<file path="src/verilog/cmb_pkg.sv">
// package of constants and types for the CAN message buffer and filter
// Operation
// RULE1 - two receive buffers swapped ping-pong
// RULE2 - each receive buffer holds thirteen bytes
// RULE3 - receive-full only for good accepted message
// RULE4 - filter and background fill run together
// RULE5 - accepted message swapped to foreground if free
// RULE6 - software reads foreground then clears flag
// RULE7 - next frame fills background right away
// RULE8 - own frame never reaches foreground, no ack
// RULE9 - loop-back treats own frames as received
// RULE10 - lost arbitration turns node into receiver
// RULE11 - both full: drop message, flag overrun
// RULE12 - three transmit buffers, each with priority
// RULE13 - software loads buffer then clears empty
// RULE14 - sent buffer sets empty, transmit interrupt
// RULE15 - lowest priority value wins every arbitration
// RULE16 - abort unsent buffer, set acknowledge, empty
// RULE17 - pattern bits each excludable by mask
// RULE18 - hit field reports lowest matching filter
// RULE19 - single mode: one 32-bit filter
// RULE20 - dual mode: two 16-bit filters
// RULE21 - quad mode: four 8-bit filters
// RULE22 - closed mode accepts nothing
// RULE23 - transmit pin: 0 dominant, 1 recessive
// RULE24 - flags cleared by writing one
// RULE25 - mode field: single, dual, quad, closed
// RULE26 - mask bit one means don't care
package cmb_pkg;
	localparam int unsigned MSG_BYTES = 13;
	localparam int unsigned TX_BUFS   = 3;
	localparam int unsigned LOCAL_PRIORITY_FIELD_SLOT = 13;

	localparam logic [9:0] OFS_CTRL    = 10'h000;
	localparam logic [9:0] OFS_RXFLAG  = 10'h004;
	localparam logic [9:0] OFS_RXIE    = 10'h008;
	localparam logic [9:0] OFS_TXFLAG  = 10'h00c;
	localparam logic [9:0] OFS_TXCTRL  = 10'h010;
	localparam logic [9:0] OFS_HIT     = 10'h014;
	localparam logic [9:0] OFS_PATTERN = 10'h018;
	localparam logic [9:0] OFS_MASK    = 10'h01c;
	localparam logic [3:0] RXWIN_PAGE  = 4'h1;
	localparam logic [1:0] TXWIN_PAGE  = 2'h1;

	localparam int CTRL_LOOP_BIT = 0;
	localparam int CTRL_MODE_LSB = 4;
	localparam int RX_FULL_BIT   = 0;
	localparam int RX_OVR_BIT    = 1;
	localparam int TX_ABRQ_LSB   = 0;
	localparam int TX_ABAK_LSB   = 4;
	localparam int TX_IE_LSB     = 8;

	localparam logic [2:0] RST_TX_EMPTY = 3'h7;

	typedef enum logic [1:0] {
		MODE_SINGLE = 2'h0,
		MODE_DUAL   = 2'h1,
		MODE_QUAD   = 2'h2,
		MODE_CLOSED = 2'h3
	} cmb_mode_e;

	typedef struct packed {
		logic       rx_we;
		logic [3:0] rx_idx;
		logic [7:0] rx_data;
		logic       rx_ok;
		logic       arb_req;
		logic       tx_done;
		logic       tx_lost;
		logic       tx_err;
		logic [3:0] tx_idx;
		logic       tx_bit;
	} cmb_eng_in_s;

	typedef struct packed {
		logic       tx_valid;
		logic [1:0] tx_sel;
		logic [7:0] tx_byte;
		logic       ack_en;
		logic       rx_bit;
	} cmb_eng_out_s;

	typedef struct packed {
		logic [1:0][12:0][7:0] rxb;
		logic                  fg_sel;
		logic                  bg_full;
		logic [1:0]            bg_hit;
		logic                  rx_drop;
		logic [3:0][7:0]       rx_id;
		logic [2:0][13:0][7:0] txb;
		logic                  receive_full_flag;
		logic                  ovr;
		logic [1:0]            rx_ie;
		logic                  loopback;
		cmb_mode_e             mode;
		logic [1:0]            hit;
		logic [3:0][7:0]       patt;
		logic [3:0][7:0]       mask;
		logic [2:0]            tx_empty;
		logic [2:0]            abrq;
		logic [2:0]            abak;
		logic [2:0]            tx_ie;
		logic                  tx_active;
		logic [1:0]            cur;
		cmb_eng_out_s          eo;
		logic                  tx_pin;
		logic                  rx_irq;
		logic                  tx_irq;
		logic                  err_irq;
		logic                  waitreq;
		logic [31:0]           rdata;
	} cmb_state_s;
endpackage
</file>
<file path="src/verilog/cmb_message_buffer_filter.sv">
// receive fifo, transmit buffers and identifier filter of the CAN controller
//
// Added by the designer: the Avalon-MM slave port and the placing of the registers.
`timescale 1ns/10ps
`default_nettype none
module cmb_message_buffer_filter (
	input  wire logic                  ref_clk,
	input  wire logic                  reset,
	input  wire logic                  clk_en,
	input  wire logic [9:0]            avs_address,
	input  wire logic                  avs_read,
	input  wire logic                  avs_write,
	input  wire logic [31:0]           avs_writedata,
	input  wire logic [3:0]            avs_byteenable,
	output var  logic [31:0]           avs_readdata,
	output var  logic                  avs_waitrequest,
	input  wire cmb_pkg::cmb_eng_in_s  eng_in,
	output var  cmb_pkg::cmb_eng_out_s eng_out,
	input  wire logic                  bus_rx_pin,
	output var  logic                  bus_tx_pin,
	output var  logic                  rx_irq,
	output var  logic                  tx_irq,
	output var  logic                  err_irq
);
	import cmb_pkg::*;

	cmb_state_s s;
	cmb_state_s next_s;

	// masked byte compare, mask one is don't care
	function automatic logic byte_match(input logic [7:0] id, input logic [7:0] pat, input logic [7:0] msk);
		byte_match = &(~(id ^ pat) | msk); // RULE17 RULE26
	endfunction

	function automatic logic [31:0] merge(input logic [31:0] old, input logic [31:0] wd, input logic [3:0] be);
		logic [31:0] r;
		r = old;
		for (int i = 0; i < 4; i++) begin
			if (be[i]) begin
				r[i*8 +: 8] = wd[i*8 +: 8];
			end
		end
		merge = r;
	endfunction

	logic [3:0] qhit;
	logic       id1_hit;
	logic       id2_hit;
	logic       id3_hit;
	logic       dual1_hit;
	logic [3:0] fhit;
	logic       accept;
	logic [1:0] hit_idx;
	logic       bg;
	logic       own;
	logic       drop_now;
	logic       wr;
	logic [31:0] rd;
	logic [3:0] widx;
	logic [1:0] wbuf;
	logic [2:0] cand;
	logic       best_ok;
	logic [1:0] best;
	logic       rx_win;
	logic       tx_win;

	assign avs_readdata    = s.rdata;
	assign avs_waitrequest = s.waitreq;
	assign eng_out         = s.eo;
	assign bus_tx_pin      = s.tx_pin;
	assign rx_irq          = s.rx_irq;
	assign tx_irq          = s.tx_irq;
	assign err_irq         = s.err_irq;

	// acceptance compare on the captured identifier bytes
	always_comb begin
		for (int k = 0; k < 4; k++) begin
			qhit[k] = byte_match(s.rx_id[0], s.patt[k], s.mask[k]);
		end
		id1_hit   = byte_match(s.rx_id[1], s.patt[1], s.mask[1]);
		id2_hit   = byte_match(s.rx_id[2], s.patt[2], s.mask[2]);
		id3_hit   = byte_match(s.rx_id[3], s.patt[3], s.mask[3]);
		dual1_hit = byte_match(s.rx_id[1], s.patt[3], s.mask[3]);
		unique case (s.mode) // RULE25
			MODE_SINGLE: fhit = {3'h0, qhit[0] & id1_hit & id2_hit & id3_hit}; // RULE19
			MODE_DUAL:   fhit = {2'h0, qhit[2] & dual1_hit, qhit[0] & id1_hit}; // RULE20
			MODE_QUAD:   fhit = qhit; // RULE21
			MODE_CLOSED: fhit = 4'h0; // RULE22
		endcase
		accept  = |fhit;
		hit_idx = 2'h0;
		for (int k = 3; k >= 0; k--) begin
			if (fhit[k]) begin
				hit_idx = 2'(k); // RULE18
			end
		end
	end

	// lowest priority value among scheduled buffers, lower index on a tie
	always_comb begin
		cand    = ~s.tx_empty;
		best_ok = 1'b0;
		best    = 2'h0;
		for (int b = 0; b < TX_BUFS; b++) begin
			if (cand[b] && (!best_ok || s.txb[b][LOCAL_PRIORITY_FIELD_SLOT] < s.txb[best][LOCAL_PRIORITY_FIELD_SLOT])) begin
				best_ok = 1'b1; // RULE15
				best    = 2'(b);
			end
		end
	end

	always_comb begin
		next_s   = s;
		bg       = ~s.fg_sel;
		own      = s.tx_active & ~s.loopback; // RULE8 RULE9
		wr       = avs_write & ~s.waitreq;
		widx     = avs_address[5:2];
		wbuf     = avs_address[7:6];
		rx_win   = (avs_address[9:6] == RXWIN_PAGE) && (widx < 4'(MSG_BYTES));
		tx_win   = (avs_address[9:8] == TXWIN_PAGE) && (wbuf < 2'(TX_BUFS)) && (widx <= 4'(LOCAL_PRIORITY_FIELD_SLOT));
		drop_now = (eng_in.rx_idx == 4'h0) ? s.bg_full : s.rx_drop;

		// background fill runs regardless of the filter
		if (eng_in.rx_we) begin
			next_s.rx_drop = drop_now;
			if (!drop_now && eng_in.rx_idx < 4'(MSG_BYTES)) begin
				next_s.rxb[bg][eng_in.rx_idx] = eng_in.rx_data; // RULE1 RULE2 RULE4 RULE7
			end
			if (eng_in.rx_idx < 4'h4) begin
				next_s.rx_id[eng_in.rx_idx[1:0]] = eng_in.rx_data; // RULE4
			end
		end

		// software register writes
		if (wr && avs_address == OFS_CTRL && avs_byteenable[0]) begin
			next_s.loopback = avs_writedata[CTRL_LOOP_BIT];
			next_s.mode     = cmb_mode_e'(avs_writedata[CTRL_MODE_LSB +: 2]);
		end
		if (wr && avs_address == OFS_RXIE && avs_byteenable[0]) begin
			next_s.rx_ie = avs_writedata[1:0];
		end
		if (wr && avs_address == OFS_RXFLAG && avs_byteenable[0]) begin
			if (avs_writedata[RX_FULL_BIT] && s.receive_full_flag) begin // RULE6 RULE24
				if (s.bg_full) begin
					// pending message moves up, flag stays set
					next_s.fg_sel  = ~s.fg_sel; // RULE1
					next_s.bg_full = 1'b0;
					next_s.hit     = s.bg_hit;
				end else begin
					next_s.receive_full_flag = 1'b0;
				end
			end
			if (avs_writedata[RX_OVR_BIT]) begin
				next_s.ovr = 1'b0; // RULE24
			end
		end
		if (wr && avs_address == OFS_TXFLAG && avs_byteenable[0]) begin
			for (int b = 0; b < TX_BUFS; b++) begin
				if (avs_writedata[b] && s.tx_empty[b]) begin
					next_s.tx_empty[b] = 1'b0; // RULE13 RULE24
					next_s.abak[b]     = 1'b0;
				end
			end
		end
		if (wr && avs_address == OFS_TXCTRL) begin
			if (avs_byteenable[0]) begin
				next_s.abrq = s.abrq | avs_writedata[TX_ABRQ_LSB +: 3];
			end
			if (avs_byteenable[1]) begin
				next_s.tx_ie = avs_writedata[TX_IE_LSB +: 3];
			end
		end
		if (wr && avs_address == OFS_PATTERN) begin
			next_s.patt = merge(s.patt, avs_writedata, avs_byteenable); // RULE17
		end
		if (wr && avs_address == OFS_MASK) begin
			next_s.mask = merge(s.mask, avs_writedata, avs_byteenable); // RULE17
		end
		// a buffer under transmission or scheduled is write protected
		if (wr && tx_win && avs_byteenable[0] && s.tx_empty[wbuf]) begin
			next_s.txb[wbuf][widx] = avs_writedata[7:0]; // RULE12
		end

		// end of a correctly received frame, hardware set wins over clear
		if (eng_in.rx_ok && !own && accept) begin // RULE3 RULE8 RULE9 RULE22
			if (s.rx_drop) begin
				next_s.ovr = 1'b1; // RULE11
			end else if (!next_s.receive_full_flag) begin
				next_s.fg_sel = ~s.fg_sel; // RULE5
				next_s.receive_full_flag    = 1'b1; // RULE5
				next_s.hit    = hit_idx; // RULE18
			end else begin
				next_s.bg_full = 1'b1; // RULE11
				next_s.bg_hit  = hit_idx;
			end
		end

		// transmit sequencing
		if (eng_in.arb_req && best_ok) begin
			next_s.tx_active = 1'b1; // RULE15
			next_s.cur       = best;
		end
		if (s.tx_active && (eng_in.tx_lost || eng_in.tx_err)) begin
			next_s.tx_active = 1'b0; // RULE10
		end
		if (s.tx_active && eng_in.tx_done) begin
			next_s.tx_active     = 1'b0;
			next_s.tx_empty[s.cur] = 1'b1; // RULE14
			next_s.abak[s.cur]   = 1'b0; // RULE16
			next_s.abrq[s.cur]   = 1'b0;
		end
		for (int b = 0; b < TX_BUFS; b++) begin
			if (s.abrq[b]) begin
				if (s.tx_empty[b]) begin
					next_s.abrq[b] = 1'b0;
				end else if (!(s.tx_active && s.cur == 2'(b)) && !(eng_in.arb_req && best_ok && best == 2'(b))) begin
					next_s.tx_empty[b] = 1'b1; // RULE16
					next_s.abak[b]     = 1'b1; // RULE16
					next_s.abrq[b]     = 1'b0;
				end
			end
		end

		// engine side outputs
		next_s.eo.tx_valid = best_ok;
		next_s.eo.tx_sel   = best;
		next_s.eo.tx_byte  = (eng_in.tx_idx < 4'(MSG_BYTES)) ? s.txb[s.cur][eng_in.tx_idx] : 8'h00;
		next_s.eo.ack_en   = ~own; // RULE8
		next_s.eo.rx_bit   = s.loopback ? s.tx_pin : bus_rx_pin; // RULE9
		// loop-back keeps the bus recessive
		next_s.tx_pin      = s.loopback ? 1'b1 : eng_in.tx_bit; // RULE23

		next_s.rx_irq  = next_s.receive_full_flag & next_s.rx_ie[RX_FULL_BIT]; // RULE5
		next_s.err_irq = next_s.ovr & next_s.rx_ie[RX_OVR_BIT]; // RULE11
		next_s.tx_irq  = |(next_s.tx_empty & next_s.tx_ie); // RULE14 RULE16

		// read mux
		rd = 32'h0;
		if (avs_address == OFS_CTRL) begin
			rd[CTRL_LOOP_BIT]      = s.loopback;
			rd[CTRL_MODE_LSB +: 2] = s.mode;
		end else if (avs_address == OFS_RXFLAG) begin
			rd[RX_FULL_BIT] = s.receive_full_flag;
			rd[RX_OVR_BIT]  = s.ovr;
		end else if (avs_address == OFS_RXIE) begin
			rd[1:0] = s.rx_ie;
		end else if (avs_address == OFS_TXFLAG) begin
			rd[2:0] = s.tx_empty;
		end else if (avs_address == OFS_TXCTRL) begin
			rd[TX_ABRQ_LSB +: 3] = s.abrq;
			rd[TX_ABAK_LSB +: 3] = s.abak;
			rd[TX_IE_LSB +: 3]   = s.tx_ie;
		end else if (avs_address == OFS_HIT) begin
			rd[1:0] = s.hit;
		end else if (avs_address == OFS_PATTERN) begin
			rd = s.patt;
		end else if (avs_address == OFS_MASK) begin
			rd = s.mask;
		end else if (rx_win) begin
			rd[7:0] = s.rxb[s.fg_sel][widx]; // RULE1
		end else if (tx_win) begin
			rd[7:0] = s.txb[wbuf][widx];
		end

		// one cycle answer, then waitrequest rises again
		if ((avs_read || avs_write) && s.waitreq) begin
			next_s.waitreq = 1'b0;
			next_s.rdata   = avs_read ? rd : 32'h0;
		end else begin
			next_s.waitreq = 1'b1;
		end
	end

	always_ff @(posedge ref_clk) begin
		if (reset) begin
			s          <= '0;
			s.tx_empty <= RST_TX_EMPTY;
			s.waitreq  <= 1'b1;
			s.tx_pin   <= 1'b1;
			s.eo.ack_en <= 1'b1;
			s.eo.rx_bit <= 1'b1;
		end else if (clk_en) begin
			s <= next_s;
		end
	end
endmodule // cmb_message_buffer_filter
`default_nettype wire

</file>
<file path="config.mk">
export PLATFORM = sky130hd
export DESIGN_NAME = cmb_message_buffer_filter
export DESIGN_NICKNAME = d
export VERILOG_FILES = /design/src/verilog/cmb_pkg.sv /design/src/verilog/cmb_message_buffer_filter.sv
export SDC_FILE = /design/constraint.sdc
export NUM_CORES = 2
export LEC_CHECK = 0
export BUFFER_PORTS_ARGS = -buffer_cell sky130_fd_sc_hd__buf_2
export CAP_MARGIN = 20
export CORE_UTILIZATION = 30
export CTS_CLUSTER_DIAMETER = 120
export DETAILED_ROUTE_END_ITERATION = 8
export PLACE_DENSITY = 0.43
export SLEW_MARGIN = 20
export SYNTH_ARGS = -nofsm -noshare
export SYNTH_HDL_FRONTEND = slang
export SYNTH_SLANG_ARGS = --single-unit
</file>
<file path="constraint.sdc">
create_clock -name ref_clk -period 4.8 [get_ports ref_clk]
set_clock_uncertainty 0.1 [all_clocks]
set_input_delay 1.2 -clock ref_clk [delete_from_list [all_inputs] [get_ports ref_clk]]
set_output_delay 1.2 -clock ref_clk [all_outputs]
set_load 0.02 [all_outputs]
</file>
# ---- After elaboration in Yosys (flattened, before gate mapping)
# Cells that the tools add are included.
# Widths: inputs -> output; s select.
dict set report word_totals {
  regBits 719
  latch_bits 0
  mem_bits_rw 0
  rom_bits 0
  inputBits 75
  output_inout_bits 50
  word_cells 422
  n_memories 0
}
dict set report classes {
  n_addsub 0
  multipliers 0
  div 0
  n_lt_le_gt_ge 23
  n_eq_ne 16
  shifts 0
  mux 140
  bitwise_logic 44
  n_reduce_logical 92
}
# op count
set op_table {}
lappend op_table {{$bmux 112 s2} 3}
lappend op_table {{$mux 112} 4}
lappend op_table {{$bwmux 336} 1}
lappend op_table {{$mux 104} 3}
lappend op_table {{$mux 32} 8}
lappend op_table {{$demux 112 s2} 1}
lappend op_table {{$bwmux 208} 1}
lappend op_table {{$demux 104 s1} 1}
lappend op_table {{$bmux 8 s4} 3}
lappend op_table {{$mux 30} 3}
lappend op_table {{$mux 8} 10}
lappend op_table {{$demux 8 s4} 2}
lappend op_table {{$not 8->8} 8}
lappend op_table {{$or 8x8->8} 8}
lappend op_table {{$reduce_and 8->1} 8}
lappend op_table {{$xor 8x8->8} 8}
lappend op_table {{$mux 1} 54}
lappend op_table {{$logic_and 1x1->1} 45}
lappend op_table {{$mux 2} 21}
lappend op_table {{$eq 10x5->1 const B} 4}
lappend op_table {{$mux 3} 13}
lappend op_table {{$bwmux 32} 1}
lappend op_table {{$reduce_and 3->1} 10}
lappend op_table {{$mux 29} 1}
lappend op_table {{40 further kinds} 94}

# ---- Depth between registers and ports, before layout
dict set report depth {
  ltp_word 21
  ltp_mapped 18
  depth_no_buf 17
}

# ---- Worst setup path after synthesis
# No wires, ideal clock.
dict set report synth_path {
  kind {register to register}
  start {reg s[243] in the netlist's numbering}
  end {reg s[61] in the netlist's numbering}
  setup_time_ps 86
  t_arrival_ps 3420
  required_time_ps 4614
  setup_slack_ps 1194
  stages_incl_launch_ff 17
  n_path_buf 1
  synth_period_minus_slack_ps 3606
  cell_sequence {dfxtp_1 > inv_1 > ha_1 > a2111oi_0 > o21a_1 > o21a_2 > clkbuf_1 > nor2_1 > a21oi_1 > ha_1 > a21o_1 > a21oi_1 > o22ai_1 > o21ai_0 > a31oi_2 > a211o_1 > a211oi_1}
}
dict set report synth_between {
  elab_chain_cells 17
  elab_cells_between_ends 21
  classes_between {2 x order compare; 1 x eq/ne; 9 x mux; 9 x reduce/logical}
}
# item line_no
set synth_rtl {}
lappend synth_rtl {{start, declared} cmb_message_buffer_filter.sv:27} ;# cmb_state_s s;
lappend synth_rtl {{start signal, assigned} cmb_message_buffer_filter.sv:283} ;# s <= next_s;
lappend synth_rtl {{$lt 8x8->1} cmb_message_buffer_filter.sv:105} ;# if (cand[b] && (!best_ok || s.txb[b][LOCAL_PRIORITY_FIELD_SLOT] < s.txb[best][LOCAL_PRIORITY_FIELD_SLOT])) beg ...
lappend synth_rtl {{$logic_or 1x1->1} cmb_message_buffer_filter.sv:105}
lappend synth_rtl {{$logic_and 1x1->1} cmb_message_buffer_filter.sv:105}
lappend synth_rtl {{$mux 1} cmb_message_buffer_filter.sv:105}
lappend synth_rtl {{$bmux 112 s2} cmb_message_buffer_filter.sv:105}
lappend synth_rtl {{$mux 112 (not written as such)} cmb_message_buffer_filter.sv:105}
lappend synth_rtl {{$lt 8x8->1} cmb_message_buffer_filter.sv:105}
lappend synth_rtl {{$logic_or 1x1->1} cmb_message_buffer_filter.sv:105}
lappend synth_rtl {{$logic_and 1x1->1} cmb_message_buffer_filter.sv:105}
lappend synth_rtl {{$mux 2 / $mux 1 (equally long branches)} cmb_message_buffer_filter.sv:105}
lappend synth_rtl {{$eq 2x2->1 / $logic_and 1x1->1 (equally long branches)} cmb_message_buffer_filter.sv:216} ;# end else if (!(s.tx_active && s.cur == 2'(b)) && !(eng_in.arb_req && best_ok && best == 2'(b))) begin
lappend synth_rtl {{$logic_and 1x1->1 (*)} cmb_message_buffer_filter.sv:216}
lappend synth_rtl {{$logic_not 1->1 (*)} cmb_message_buffer_filter.sv:216}
lappend synth_rtl {{$logic_and 1x1->1 (*)} cmb_message_buffer_filter.sv:216}
lappend synth_rtl {{$mux 1 (*)} cmb_message_buffer_filter.sv:216}
lappend synth_rtl {{$mux 1 (*)} cmb_message_buffer_filter.sv:214} ;# if (s.tx_empty[b]) begin
lappend synth_rtl {{$mux 1 (*)} cmb_message_buffer_filter.sv:213} ;# if (s.abrq[b]) begin
# Mark *: on every way between the ends. The rest lies on a longest branch, timed or not. The select of a mux whose other input is x is not followed.
# A chain may end at the register's enable or synchronous reset.

# ---- Final worst setup path
dict set report layout_path {
  start {reg s[243] in the netlist's numbering}
  end {reg s[60] in the netlist's numbering}
}
dict set report layout_between {
  elab_chain_cells 17
  elab_cells_between_ends 21
  classes_between {2 x order compare; 1 x eq/ne; 9 x mux; 9 x reduce/logical}
}
# item line_no
set layout_rtl {}
lappend layout_rtl {{$lt 8x8->1} cmb_message_buffer_filter.sv:105}
lappend layout_rtl {{$logic_or 1x1->1} cmb_message_buffer_filter.sv:105}
lappend layout_rtl {{$logic_and 1x1->1} cmb_message_buffer_filter.sv:105}
lappend layout_rtl {{$mux 1} cmb_message_buffer_filter.sv:105}
lappend layout_rtl {{$bmux 112 s2} cmb_message_buffer_filter.sv:105}
lappend layout_rtl {{$mux 112 (not written as such)} cmb_message_buffer_filter.sv:105}
lappend layout_rtl {{$lt 8x8->1} cmb_message_buffer_filter.sv:105}
lappend layout_rtl {{$logic_or 1x1->1} cmb_message_buffer_filter.sv:105}
lappend layout_rtl {{$logic_and 1x1->1} cmb_message_buffer_filter.sv:105}
lappend layout_rtl {{$mux 2 / $mux 1 (equally long branches)} cmb_message_buffer_filter.sv:105}
lappend layout_rtl {{$eq 2x1->1 / $logic_and 1x1->1 (equally long branches)} cmb_message_buffer_filter.sv:216}
lappend layout_rtl {{$logic_and 1x1->1 (*)} cmb_message_buffer_filter.sv:216}
lappend layout_rtl {{$logic_not 1->1 (*)} cmb_message_buffer_filter.sv:216}
lappend layout_rtl {{$logic_and 1x1->1 (*)} cmb_message_buffer_filter.sv:216}
lappend layout_rtl {{$mux 1 (*)} cmb_message_buffer_filter.sv:216}
lappend layout_rtl {{$mux 1 (*)} cmb_message_buffer_filter.sv:214}
lappend layout_rtl {{$mux 1 (*)} cmb_message_buffer_filter.sv:213}
# Marked as above.

==> impl_results.md <==
- Global-route wire length before repair: between 200 and 250 mm
- Post-CTS Hold Buffers: 0
- Hold path depth: 2
- Max Transition Viols Final: 0
- EDFF count, synth: 0
- FF-to-FF End: s[60]
- Tot Pwr: around 13 mW
- All-Layer GR Usage: 22.6%
- H-tree Lvls: 3
- Kind of critical path: reg -> reg
- Remaining Overflow, GRT: 0
- Die W: approximately 350 um
- Final hold violations: 0
- Syn-to-layout area delta: 12.7%
- Mapped Area: 37000 um2
- Worst VDD drop: around 0.3 mV
- Leak: approximately 15 nW
- Post-Synthesis Cells: roughly 4400
- Vias per cell: roughly 5.4
- Initial antenna violation count: 4
- Max Buffers Root-to-Sink: 3
- Row cnt: 128
- Reg2Reg Depth: 16
- Critical Path Source: s[243]
- Multi-input gate area: 20500 um2
- Period utilization: between 80 and 90%
- Buf/Inv on CP: 1
- # setup viols final: 0
- Pin count of the biggest net entering global routing: just under 200
- Worst hold endpoint: s[668]
- CP max-delay cell: a2111oi_0
- Postcts setup bufs: 0
- Yosys cell types: 83
- DRT antenna net count: 0
- Share of layout cells above drive strength 1: 12.1%
- Max Cap Viol: 0
- Clock Root Buffer: clkbuf_16
- DRT Wirelength: 146 mm
- DR pass1 iterations: 5
- Vias in the first global route: about 31000
- Clk sinks: 719
- Async SR Flop Fraction: 0%
- Clk_lat worst skew: ~0.67 ns
- Crit. End Element: flip-flop
- Die Footprint: 125000 um2
- Mean Syn Cell Area: 8.44 um2
- Status: finished clean
- Routed via count: between 30000 and 40000
- CP max FO: 16
- Core outline area: around 120000 um2
- DR WL/cell: about 24 um
- Placer congestion estimate: between 0.8 and 0.9
- Die Ht: around 350 um
- HP Class: reg -> reg
- Reg2reg start: s[243]
- Commonest cells after routing, fill and taps aside: dfxtp_1, nor2_1, mux2i_1, a21oi_1, nand2_1
- Hold Crit Start: s[668]
- Drc violations: 0
- CTS Buf Count: just over 80
- RSZ-0062 raised after global routing: no
- I/O Pins: 125
- Dpl hpwl: 97.6 mm
- Worst Setup Start Kind: flip-flop
- Commonest non-fill, non-tap cell in the layout: dfxtp_1
- Syn_nets: 4474
- Data arrival time of the worst path: about 4.5 ns
- Fin nets: around 4400
- First-iteration detailed-routing DRC count: ~2800
- Synthesis warning total: 0
- Port Buffers: 124
- Pwr dens: about 320 nW/um2
- Initial Util: between 30% and 40%
- Slew headroom: a little under a quarter
- Inst Count DP: approximately 5800
- FILL cells: 12900
- Clk slew on worst S/H paths: around 0.06 ns
- Fmax: between 0.2 and 0.25 GHz
- FF+latch count, synth: just over 700
- Worst path required time: around 5.2 ns
- Register area: roughly 14000 um2
- R2R Setup Slk: between 0.7 and 0.8 ns
- Period minus WS final: 4.05 ns
- CTS resizes: 0
- Top FF cell, synth: dfxtp_1
- Cell Chain, Critical Path: inv_1, ha_1, a2111oi_0, o21a_1, o21a_2, nor2_1, a21oi_1, ha_1, a21o_1, a21oi_1, o221ai_1, o221a_2, a21oi_1, nor3_1, o21ai_0, a21oi_1
- Seq/Total Area, Yosys: between 30% and 40%
- CP delay by family, top: compound AO/OA/AOI/OAI gates
- Max incr delay on CP: between 0.3 and 0.4 ns
- Slew of the pin with the lowest slew margin: ~1.1 ns
- Crit path top cell by count: a21oi_1
- Non-Filler Instances: between 5000 and 6000
- TritonCTS clock tree: yes
metrics by stage:
step	cell area [um2]	setup slack, ns	util (%)	TNS [ns]	hold slack (ns)
after floorplan	37000	1.19	-	0	0.330
after global placement	39000	-0.0343	31.9	-0.0343	0.339
after detailed placement	39000	0.326	32.0	0	0.346
after CTS	41700	0.772	34.2	0	0.354
after global routing	41700	0.425	34.2	0	0.373
final	41700	0.749	34.2	0	0.351
how the worst max path moves through the flow:
stage | endpoint | slack, ns | depth (start not counted)
floorplan | s[61] | 1.19 | 16
global placement | avs_readdata[0] | -0.03 | 10
detailed placement | avs_readdata[0] | 0.33 | 8
CTS | s[60] | 0.77 | 16
global route | tx_irq | 0.42 | 16
finish | s[60] | 0.75 | 16
flip-flops by register name, summed over array words and instances (netlist names):
register and cells:
err_irq 1, bus_tx_pin 1, eng_out 13, avs_readdata 32, tx_irq 1, s 669
rx_irq 1, avs_waitrequest 1
cell usage after synthesis, types with 10 or more instances:
master	instances	area share (%)
o211ai_1	30	0.61
o221ai_1	13	0.31
a21o_1	12	0.24
a22o_1	22	0.52
a211oi_1	23	0.47
buf_1	22	0.22
nand3_1	141	1.9
nor2b_1	18	0.30
o2bb2ai_1	10	0.24
a21oi_1	516	7.0
buf_2	83	1.1
a211o_1	14	0.33
mux2i_1	596	16
nor2_1	598	6.1
o21ai_0	273	3.7
dfxtp_1	719	39
inv_1	16	0.16
buf_4	68	1.4
clkbuf_1	258	2.6
a22oi_1	33	0.67
nor2_2	16	0.27
nor4_1	10	0.17
o22ai_1	76	1.3
a31oi_1	10	0.17
nor3_1	16	0.22
ha_1	14	0.47
nand2_1	492	5.0
nand4_1	10	0.17
nand2b_1	11	0.19
o2111ai_1	10	0.24
mux4_2	71	4.3
xnor2_1	64	1.5
worst register-to-register path: cells and delay by family (launching register included):
| family | cells | cell delay (ns) |
|---|---|---|
| AOI/OAI and AO/OA | 11 | 2.64 |
| buffers and inverters | 1 | 0.08 |
| DFF | 1 | 0.36 |
| and+or+nand+nor | 2 | 0.15 |
| adders and majority gates | 2 | 0.56 |
cell type report:
type	count	area share (%)
Multi-Input combinational cell	3208	49.1
Tap cell	1625	4.87
Clock buffer	126	5.85
Timing Repair Buffer	270	4.77
Antenna cell	1	0.00600
Sequential cell	719	34.5
Clock inverter	25	0.672
Inverter	19	0.171
cell families after synthesis:
group | count (synthesis) | share of synthesized area [%]
and+or+nand+nor | 1370 | 15.8
AOI/OAI and AO/OA | 1090 | 17.0
muxes | 670 | 20.5
DFF | 719 | 38.9
xor gates and xnor gates | 64 | 1.52
adders and majority gates | 14 | 0.473
buffers and inverters | 458 | 5.79
per-layer routing:
layer	track usage [%]	wire length (um)
met5	0	22
met1	31.6	67700
met3	2.81	6530
met4	7.45	4470
met2	35.9	66800
power by group:
| group | switching [mW] | leakage, nW | internal [mW] |
|---|---|---|---|
| Combinational | 0.652 | 7.59 | 0.230 |
| Sequential | 0.0266 | 5.79 | 5.99 |
| Clock | 2.76 | 1.34 | 3.70 |
| Total | 3.44 | 14.7 | 9.91 |
No activity file was read; power rests on OpenSTA's default activity.
